$ cat src/logic/adc_ctl_pkg.sv
/*
  constants, types and timing counts shared by both ends of the converter link.
  assumes a single 10 mhz clock shared by both ends; pins still cross through
  three-flop filters because they behave as board wires.
*/
// Behaviour
// - conversion completes within 0.65us typ, 0.75us max
// - next sample acquired within 100ns after conversion
// - starts may repeat every 800ns, 1.25Msps
// - light shutdown keeps logic and reference powered
// - host waits 200ns after light shutdown release
// - host waits 10ms after deep shutdown release
// - power-down input low means shutdown, high runs
// - level select high light, low deep
// - start low with chip select low begins conversion
// - starts during a conversion are ignored
// - status low throughout conversion, high after
// - falling start edge starts, either pulse polarity
// - select and read low keep outputs driven
// - separate read strobe enables outputs only while low
// - previous result shown until conversion completes
// - slow memory host waits status high, then reads
// - rom read returns previous result, starts new
// - shared strobe, select low, no sample clock
// - result is 12-bit two's complement, 4096 steps
package adc_ctl_pkg;

  // ----------------------------------------------------------------
  // widths and reset values
  // ----------------------------------------------------------------
  localparam int          RESULT_W    = 12;
  localparam int          RESULT_STEPS = 4096;
  localparam logic [11:0] RESULT_RST  = 12'h000;
  localparam int          DEV_PIN_W   = 5;
  localparam logic [4:0]  DEV_PIN_RST = 5'h1f;
  localparam int          HOST_PIN_W  = 13;
  localparam logic [12:0] HOST_PIN_RST = 13'h1000;

  // ----------------------------------------------------------------
  // timing, in ns except the deep wake in ms, and derived cycle counts
  // ----------------------------------------------------------------
  localparam int CLK_PERIOD_NS  = 100;
  localparam int CONV_TYP_NS    = 650;
  localparam int CONV_MAX_NS    = 750;
  localparam int ACQ_MAX_NS     = 100;
  localparam int THROUGHPUT_NS  = 800;
  localparam int NAP_WAKE_NS    = 200;
  localparam int SLEEP_WAKE_MS  = 10;
  // conversion rounds the typical figure up; it still fits the maximum
  localparam int CONV_CYC       = (CONV_TYP_NS + CLK_PERIOD_NS - 1) / CLK_PERIOD_NS;
  localparam int CONV_MAX_CYC   = CONV_MAX_NS / CLK_PERIOD_NS;
  localparam int ACQ_CYC        = (ACQ_MAX_NS / CLK_PERIOD_NS < 1) ? 1 :
                                  ACQ_MAX_NS / CLK_PERIOD_NS;
  localparam int THROUGHPUT_CYC = THROUGHPUT_NS / CLK_PERIOD_NS;
  localparam int NAP_WAKE_CYC   = (NAP_WAKE_NS + CLK_PERIOD_NS - 1) / CLK_PERIOD_NS;
  localparam int SLEEP_WAKE_CYC = SLEEP_WAKE_MS * 1000000 / CLK_PERIOD_NS;
  localparam int WAKE_CNT_W     = 24;

  // host side handshaking counts
  localparam int STROBE_CYC     = 2;
  localparam int READ_CYC       = 8;
  localparam int LINK_LAT_CYC   = 4;

  // ----------------------------------------------------------------
  // operating styles seen from the host
  // ----------------------------------------------------------------
  typedef enum logic [2:0] {
    MODE_FREE_LOW_PULSE,
    MODE_FREE_HIGH_PULSE,
    MODE_BUS_READ,
    MODE_SLOW_MEMORY,
    MODE_ROM
  } host_mode_t;

endpackage : adc_ctl_pkg

$ cat src/logic/adc_link_if.sv
/*
  pin bundle between the converter end and its host end.
  assumes the testbench resolves the data wires from data_oe.
*/
`timescale 1ns/1ns
interface adc_link_if;
  logic        conversion_start_n;
  logic        chip_select_n;
  logic        read_n;
  logic        power_down_n;
  logic        shutdown_level_select;
  logic        busy_n;
  logic [11:0] data_out;
  logic        data_oe;

  modport device (
    input  conversion_start_n, chip_select_n, read_n, power_down_n,
    input  shutdown_level_select,
    output busy_n, data_out, data_oe
  );

  modport host (
    output conversion_start_n, chip_select_n, read_n, power_down_n,
    output shutdown_level_select,
    input  busy_n, data_out, data_oe
  );
endinterface : adc_link_if

$ cat src/logic/adc_device_end.sv
/*
  converter end: start detection, conversion timing, status, result
  output enables and the two shutdown levels.
  assumes the host keeps its own wake-up waits and strobe ordering.
*/
`timescale 1ns/1ns
module adc_device_end
  import adc_ctl_pkg::*;
#(
  parameter int SLEEP_WAKE_CYCLES = adc_ctl_pkg::SLEEP_WAKE_CYC
) (
  // clock and control
  input  wire logic                i_mclk,
  input  wire logic                i_rst,
  input  wire logic                i_ce,
  // pins toward the host
  adc_link_if.device               link,
  // analog side, already digitised as two's complement
  input  wire logic [11:0]         i_sample,
  // user side status
  output logic [11:0]              o_result,
  output logic                     o_result_valid,
  output logic                     o_converting,
  output logic                     o_analog_on,
  output logic                     o_reference_on,
  output logic                     o_shutdown_light,
  output logic                     o_shutdown_deep
);
  import adc_ctl_pkg::*;

  // ----------------------------------------------------------------
  // pin filtering
  // ----------------------------------------------------------------
  logic [DEV_PIN_W-1:0] pins_q;
  logic                 start_n_s;
  logic                 cs_n_s;
  logic                 rd_n_s;
  logic                 pd_n_s;
  logic                 level_s;

  pin_filter #(
    .W       (DEV_PIN_W),
    .RST_VAL (DEV_PIN_RST)
  ) u_pins (
    .i_mclk (i_mclk),
    .i_rst  (i_rst),
    .i_ce   (i_ce),
    .i_d    ({link.conversion_start_n, link.chip_select_n, link.read_n,
              link.power_down_n, link.shutdown_level_select}),
    .o_q    (pins_q)
  );

  assign start_n_s = pins_q[4];
  assign cs_n_s    = pins_q[3];
  assign rd_n_s    = pins_q[2];
  assign pd_n_s    = pins_q[1];
  assign level_s   = pins_q[0];

  // ----------------------------------------------------------------
  // start edge
  // ----------------------------------------------------------------
  logic start_prev_r;
  logic start_fall;

  always_ff @(posedge i_mclk)
  begin
    if (i_rst)
      start_prev_r <= 1'b1;
    else if (i_ce)
      start_prev_r <= start_n_s;
  end

  // only a falling edge counts, so either pulse polarity works
  assign start_fall = start_prev_r & ~start_n_s;

  // ----------------------------------------------------------------
  // conversion and power sequencer
  // ----------------------------------------------------------------
  typedef enum logic [2:0] {
    ST_IDLE,
    ST_CONV,
    ST_ACQ,
    ST_DOWN,
    ST_WAKE
  } dev_state_t;

  dev_state_t              state_r;
  dev_state_t              state_nxt;
  logic [WAKE_CNT_W-1:0]   cnt_r;
  logic [WAKE_CNT_W-1:0]   cnt_nxt;
  logic [11:0]             hold_r;
  logic [11:0]             result_r;
  logic [11:0]             result_nxt;
  logic                    level_r;
  logic                    level_nxt;
  logic                    done;

  always_comb
  begin
    state_nxt  = state_r;
    cnt_nxt    = cnt_r;
    result_nxt = result_r;
    level_nxt  = level_r;
    done       = 1'b0;
    if (!pd_n_s && state_r != ST_DOWN)
    begin
      state_nxt = ST_DOWN;
      level_nxt = level_s;
    end
    else
    begin
      case (state_r)
        ST_IDLE:
        begin
          // starts are taken here or in the last acquisition cycle, never while converting
          if (start_fall && !cs_n_s)
          begin
            state_nxt = ST_CONV;
            cnt_nxt   = WAKE_CNT_W'(CONV_CYC - 1);
          end
        end
        ST_CONV:
        begin
          if (cnt_r == '0)
          begin
            state_nxt  = ST_ACQ;
            cnt_nxt    = WAKE_CNT_W'(ACQ_CYC - 1);
            result_nxt = hold_r;
            done       = 1'b1;
          end
          else
            cnt_nxt = cnt_r - 1'b1;
        end
        ST_ACQ:
        begin
          // conversion plus acquisition spans the full throughput slot; a start
          // seen in the last acquisition cycle is taken at once, else it would slip
          if (cnt_r == '0)
          begin
            state_nxt = ST_IDLE;
            if (start_fall && !cs_n_s)
            begin
              state_nxt = ST_CONV;
              cnt_nxt   = WAKE_CNT_W'(CONV_CYC - 1);
            end
          end
          else
            cnt_nxt = cnt_r - 1'b1;
        end
        ST_DOWN:
        begin
          level_nxt = level_s;
          if (pd_n_s)
          begin
            state_nxt = ST_WAKE;
            cnt_nxt   = level_r ? WAKE_CNT_W'(NAP_WAKE_CYC - 1)
                                : WAKE_CNT_W'(SLEEP_WAKE_CYCLES - 1);
          end
        end
        ST_WAKE:
        begin
          // starts that arrive before this end's own wake count has run out are dropped
          if (cnt_r == '0)
            state_nxt = ST_IDLE;
          else
            cnt_nxt = cnt_r - 1'b1;
        end
        default:
          state_nxt = ST_IDLE;
      endcase
    end
  end

  always_ff @(posedge i_mclk)
  begin
    if (i_rst)
    begin
      state_r  <= ST_IDLE;
      cnt_r    <= '0;
      result_r <= RESULT_RST;
      level_r  <= 1'b1;
    end
    else if (i_ce)
    begin
      state_r  <= state_nxt;
      cnt_r    <= cnt_nxt;
      result_r <= result_nxt;
      level_r  <= level_nxt;
    end
  end

  // sample is held at the start edge, like the track-and-hold
  always_ff @(posedge i_mclk)
  begin
    if (i_rst)
      hold_r <= RESULT_RST;
    else if (i_ce && state_r != ST_CONV && state_nxt == ST_CONV)
      hold_r <= i_sample;
  end

  // ----------------------------------------------------------------
  // link outputs
  // ----------------------------------------------------------------
  logic        busy_n_r;
  logic [11:0] data_r;
  logic        data_oe_r;

  always_ff @(posedge i_mclk)
  begin
    if (i_rst)
    begin
      busy_n_r  <= 1'b1;
      data_r    <= RESULT_RST;
      data_oe_r <= 1'b0;
    end
    else if (i_ce)
    begin
      busy_n_r  <= (state_nxt != ST_CONV);
      // new data lands on the same edge that status returns high
      data_r    <= result_nxt;
      // select and read both low: driven; tied low means always driven
      data_oe_r <= !cs_n_s && !rd_n_s;
    end
  end

  assign link.busy_n   = busy_n_r;
  assign link.data_out = data_r;
  assign link.data_oe  = data_oe_r;

  // ----------------------------------------------------------------
  // user side status
  // ----------------------------------------------------------------
  always_ff @(posedge i_mclk)
  begin
    if (i_rst)
    begin
      o_result         <= RESULT_RST;
      o_result_valid   <= 1'b0;
      o_converting     <= 1'b0;
      o_analog_on      <= 1'b1;
      o_reference_on   <= 1'b1;
      o_shutdown_light <= 1'b0;
      o_shutdown_deep  <= 1'b0;
    end
    else if (i_ce)
    begin
      o_result         <= result_nxt;
      o_result_valid   <= done;
      o_converting     <= (state_nxt == ST_CONV);
      o_analog_on      <= (state_nxt != ST_DOWN);
      // light level drops roughly 95% of power but keeps the reference alive
      o_reference_on   <= !(state_nxt == ST_DOWN && !level_nxt);
      o_shutdown_light <= (state_nxt == ST_DOWN) && level_nxt;
      o_shutdown_deep  <= (state_nxt == ST_DOWN) && !level_nxt;
    end
  end

endmodule : adc_device_end

$ cat src/logic/pin_filter.sv
/*
  three-flop input filter for signals arriving from the far end.
  assumes one clock; a bit changes only once stages two and three agree.
*/
`timescale 1ns/1ns
module pin_filter #(
  parameter int              W       = 1,
  parameter logic [W-1:0]    RST_VAL = '1
) (
  // clock and control
  input  wire logic          i_mclk,
  input  wire logic          i_rst,
  input  wire logic          i_ce,
  // data
  input  wire logic [W-1:0]  i_d,
  output logic      [W-1:0]  o_q
);
  logic [W-1:0] s1_r;
  logic [W-1:0] s2_r;
  logic [W-1:0] s3_r;

  always_ff @(posedge i_mclk)
  begin
    if (i_rst)
    begin
      s1_r <= RST_VAL;
      s2_r <= RST_VAL;
      s3_r <= RST_VAL;
      o_q  <= RST_VAL;
    end
    else if (i_ce)
    begin
      s1_r <= i_d;
      s2_r <= s1_r;
      s3_r <= s2_r;
      // per bit: follow when stages agree, otherwise hold
      o_q  <= (s2_r & ~(s2_r ^ s3_r)) | (o_q & (s2_r ^ s3_r));
    end
  end
endmodule : pin_filter
$ cat src/flat_wrapper.sv
// flat-port wrapper written by rule: the top's interface ports become plain ports
module adc_device_end_flat import adc_ctl_pkg::*;
#(
  parameter int SLEEP_WAKE_CYCLES = adc_ctl_pkg::SLEEP_WAKE_CYC
)
  (i_mclk, i_rst, i_ce, i_sample, o_result, o_result_valid, o_converting, o_analog_on, o_reference_on, o_shutdown_light, o_shutdown_deep, link_conversion_start_n, link_chip_select_n, link_read_n, link_power_down_n, link_shutdown_level_select, link_busy_n, link_data_out, link_data_oe);
  adc_link_if link_i ();
  input  wire logic i_mclk;
  input  wire logic i_rst;
  input  wire logic i_ce;
  input  wire logic [11:0] i_sample;
  output logic [11:0] o_result;
  output logic o_result_valid;
  output logic o_converting;
  output logic o_analog_on;
  output logic o_reference_on;
  output logic o_shutdown_light;
  output logic o_shutdown_deep;
  input wire logic [$bits(link_i.conversion_start_n)-1:0] link_conversion_start_n;
  input wire logic [$bits(link_i.chip_select_n)-1:0] link_chip_select_n;
  input wire logic [$bits(link_i.read_n)-1:0] link_read_n;
  input wire logic [$bits(link_i.power_down_n)-1:0] link_power_down_n;
  input wire logic [$bits(link_i.shutdown_level_select)-1:0] link_shutdown_level_select;
  output wire logic [$bits(link_i.busy_n)-1:0] link_busy_n;
  output wire logic [$bits(link_i.data_out)-1:0] link_data_out;
  output wire logic [$bits(link_i.data_oe)-1:0] link_data_oe;
  assign link_i.conversion_start_n = link_conversion_start_n;
  assign link_i.chip_select_n = link_chip_select_n;
  assign link_i.read_n = link_read_n;
  assign link_i.power_down_n = link_power_down_n;
  assign link_i.shutdown_level_select = link_shutdown_level_select;
  assign link_busy_n = link_i.busy_n;
  assign link_data_out = link_i.data_out;
  assign link_data_oe = link_i.data_oe;
  adc_device_end #(.SLEEP_WAKE_CYCLES(SLEEP_WAKE_CYCLES)) u_core (.i_mclk(i_mclk), .i_rst(i_rst), .i_ce(i_ce), .link(link_i), .i_sample(i_sample), .o_result(o_result), .o_result_valid(o_result_valid), .o_converting(o_converting), .o_analog_on(o_analog_on), .o_reference_on(o_reference_on), .o_shutdown_light(o_shutdown_light), .o_shutdown_deep(o_shutdown_deep));
endmodule
$ cat config.mk
export PLATFORM = sky130hd
export DESIGN_NAME = adc_device_end_flat
export DESIGN_NICKNAME = d
export VERILOG_FILES = /design/src/logic/adc_ctl_pkg.sv /design/src/logic/adc_link_if.sv /design/src/logic/adc_device_end.sv /design/src/logic/pin_filter.sv /design/src/flat_wrapper.sv
export SDC_FILE = /design/constraint.sdc
export NUM_CORES = 1
export LEC_CHECK = 0
export ABC_AREA = 1
export BUFFER_PORTS_ARGS = -buffer_cell sky130_fd_sc_hd__buf_2
export CAP_MARGIN = 20
export CORE_ASPECT_RATIO = 0.8
export CORE_MARGIN = 3
export CORE_UTILIZATION = 60
export DETAILED_ROUTE_END_ITERATION = 10
export GPL_TIMING_DRIVEN = 0
export PLACE_DENSITY = 0.89
export SYNTH_ARGS = -nofsm -noshare
export SYNTH_HDL_FRONTEND = slang
export SYNTH_HIERARCHICAL = 1
export SYNTH_SLANG_ARGS = --single-unit
$ cat constraint.sdc
create_clock -name i_mclk -period 5 [get_ports i_mclk]
set_clock_uncertainty 0.05 [all_clocks]
set_input_delay 0.25 -clock i_mclk [delete_from_list [all_inputs] [get_ports i_mclk]]
set_output_delay 0.25 -clock i_mclk [all_outputs]
set_load 0.02 [all_outputs]
==> metrics.md <==
| Metric | Value |
|---|---|
| Status | completed |
| Total global routing overflow | 0 |
| Worst-path maximum fanout | 10 |
| Fill cells | 450 |
| GPL Wtd Cong | 0.925 |
| Min Hold Slack | 0.0486 ns |
| Routed wire length | 9980 microns |
| Via/cell ratio | 5.60 |
| Fmax | 451 MHz |
| Power Density | 352 nW/um^2 |
| Postcts setup bufs | 0 |
| Gr usage total | 27.1% |
| First drt pass iteration count | 7 |
| CP Launch Type | flip-flop |
| Seq cells post-synth | 81 |
| Worst VDD drop | 0.225 mV |
| Synth-to-Final Area Change | 14.7% |
| CTS root buf | clkbuf_8 |
| Die Height | 78.8 microns |
| IO Pins | 52 |
| Final hold violations | 0 |
| CTS buffer count | 9 |
| Leak Pwr | 2.22 nW |
| WS Path Type | flip-flop to flip-flop |
| Final Critical Period | 2.22 ns |
| Post-CTS Hold Buffers | 0 |
| Max cap viols | 0 |
| Layout Nets | 643 |
| Max Root-Sink Buffers | 2 |
| Hold WC Path Type | primary input to flip-flop |
| CTS tree | yes |
| Global-route wire length before repair | 17,000 microns |
| Cell Count Post-Placement | 692 |
| Syn Area/Cell | 7.09 sq um |
| Antenna Cells | 0 |
| Worst slew pin tran | 0.576 ns |
| Mapped cell area | 3970 sq um |
| CTS clk-pin slew, worst paths | 0.09 ns |
| CTS H-tree depth | 3 |
| Largest net degree at the start of global routing | 17 |
| Tcrit/Tclk final | 44.4% |
| Worst setup EP type | flip-flop |
| Final cell count without fillers | 708 |
| RSZ-0062 raised after global routing | false |
| Setup_tns | 0 ns |
| Yosys cell types | 35 |
| Port Buffers | 51 |
| Cell count after synthesis | 560 |
| Drt drc | 0 |
| Std-Cell Rows | 25 |
| Rel. slew slack | 61.6% |
| Worst skew pair latency | 0.36 ns |
| Dpl cell area | 4330 sq um |
| Fin. max-slew vios | 0 |
| Clock sinks | 81 |
| CTS resizes | 0 |
| Initial antenna violation count | 0 |
| Synth Warn # | 6 |
| CP required | 5.18 ns |
| First-iteration detailed-routing DRC count | 305 |
| Core Region | 6160 sq um |
| Worst Path Arrival | 2.39 ns |
| Final ANT Viol Nets | 0 |
| Endpoints failing setup | 0 |
| Share of cells above drive strength 1 | 19.9% |
| WL per Instance | 14.1 microns |
| Vias | 3,965 |
| Die Width | 97.0 microns |
| Final instance area | 4560 sq um |
| Sequential-to-total area share from yosys stat | 40.8% |
| Number of global-route vias before repair | 3,852 |
| Post-DP HPWL | 7060 microns |
| Initial Util | 64.4% |
| Layout Utilization | 73.9% |
| Syn Nets | 581 |
| Die area | 7640 sq um |
## critical path, cell delays in order (launching register included)
cell and delay, ns:
dfxtp_1 0.35, inv_1 0.11, ha_1 0.26, nand2_2 0.14, nor2_4 0.18, nand3_4 0.13, o21ai_2 0.24, inv_2 0.13
buf_2 0.23, o21ai_0 0.20, a31oi_1 0.06
## metal layers
layer | global-route usage, % | wire length, microns
met3 | 6.58 | 777
met5 | 0 | 0
met2 | 44.1 | 4640
met4 | 12.2 | 246
met1 | 34.2 | 4320
## path summary, 6_finish.rpt
kind | slack [ns] | depth (start not counted) | start | endpoint
worst max-delay path | 2.78 | 10 | u_core/cnt_r[0] | u_core/cnt_r[10]
worst min-delay path | 0.05 | 3 | link_read_n | u_core/u_pins/s1_r[2]
worst max register to register | 2.78 | 10 | u_core/cnt_r[0] | u_core/cnt_r[10]
worst min register to register | 0.42 | 2 | u_core/start_prev_r | u_core/start_prev_r
## area by class of cell
type                       instances  area [sq um]  area share (%)
tap                               81           101            2.22
clock buffer                       9           124            2.72
multi-input combinational        391          1930            42.3
timing repair buffer              51           255            5.60
clock inverter                     7           105            2.31
sequential                        81          1620            35.6
inverter                          53           199            4.37
buffer                            35           223            4.89
## layout by cell type (no fill, tap or decap)
cell type	n
nand3_2	5
and2_1	1
nand3b_1	2
xnor2_1	4
clkbuf_1	8
a211oi_1	1
inv_6	3
buf_6	2
nand3_1	29
xor2_1	6
o21ai_2	1
nand2_1	120
ha_1	1
a21oi_1	46
inv_8	1
o21bai_1	1
inv_2	4
nand2_2	4
bufinv_16	2
a31oi_1	6
a21oi_2	1
clkinvlp_4	1
clkbuf_8	10
nor2_4	4
nor2_2	7
o21ai_0	53
buf_2	59
nand3_4	1
nor3_2	1
nand2_4	2
buf_1	1
buf_4	15
dfxtp_1	81
nor2_1	61
inv_1	49
o211ai_1	3
nor3_1	11
or2_2	2
nand4_1	18
## through the flow
stage / setup slack, ns / total power, W
3_5_place_dp: 2.85 / 0.00106
2_1_floorplan: 3.16 / 0.000978
6_report: 2.78 / 0.00160
5_1_grt: 2.57 / 0.00168
4_1_cts: 2.81 / 0.00160
3_3_place_gp: 2.92 / 0.00104
## sequential cells by signal, indices dropped and copies added (netlist names), 3 cells and up, named ones only
register	flops
u_core/cnt_r	24
u_core/hold_r	12
u_core/o_result	12
u_core/u_pins/s1_r	5
u_core/u_pins/s2_r	5
u_core/u_pins/s3_r	5
u_core/state_r	3
## cell families (layout without fill, tap and decap cells)
group           Yosys count  after routing  synth area share [%]
xor+xnor                 10             10                  2.21
compound gates          112            112                  14.8
flops                    81             81                  40.8
fa+ha+maj                 1              1                 0.315
simple gates            268            268                  31.2
buf+inv                  88            155                  10.6
## report_power, final
group	switching [W]	internal [W]	total [W]
sequential	0.0000301	0.000674	0.000704
clock	0.000260	0.000290	0.000550
combinational	0.000228	0.000121	0.000349
total	0.000519	0.00108	0.00160
## Yosys cell counts
library cell | number | area, sq um
nand2_1 | 120 | 450
dfxtp_1 | 81 | 1620
nor2_1 | 61 | 229
o21ai_0 | 53 | 265
inv_1 | 49 | 184
a21oi_1 | 46 | 230
nand3_1 | 29 | 145
nand4_1 | 18 | 113
buf_4 | 15 | 113
nor3_1 | 11 | 55.1
buf_2 | 8 | 40.0
clkbuf_1 | 8 | 30.0
nor2_2 | 7 | 43.8
a31oi_1 | 6 | 37.5
xor2_1 | 6 | 52.6
nand3_2 | 5 | 50.1
inv_2 | 4 | 15.0
nand2_2 | 4 | 25.0
nor2_4 | 4 | 45.0
xnor2_1 | 4 | 35.0
o211ai_1 | 3 | 22.5
buf_6 | 2 | 22.5
nand2_4 | 2 | 22.5
nand3b_1 | 2 | 15.0
or2_2 | 2 | 12.5
a211oi_1 | 1 | 7.51
a21oi_2 | 1 | 8.76
and2_1 | 1 | 6.26
buf_1 | 1 | 3.75
clkbuf_8 | 1 | 13.8
ha_1 | 1 | 12.5
nand3_4 | 1 | 17.5
nor3_2 | 1 | 10.0
o21ai_2 | 1 | 8.76
o21bai_1 | 1 | 7.51
(Power assumes the default switching activity.)
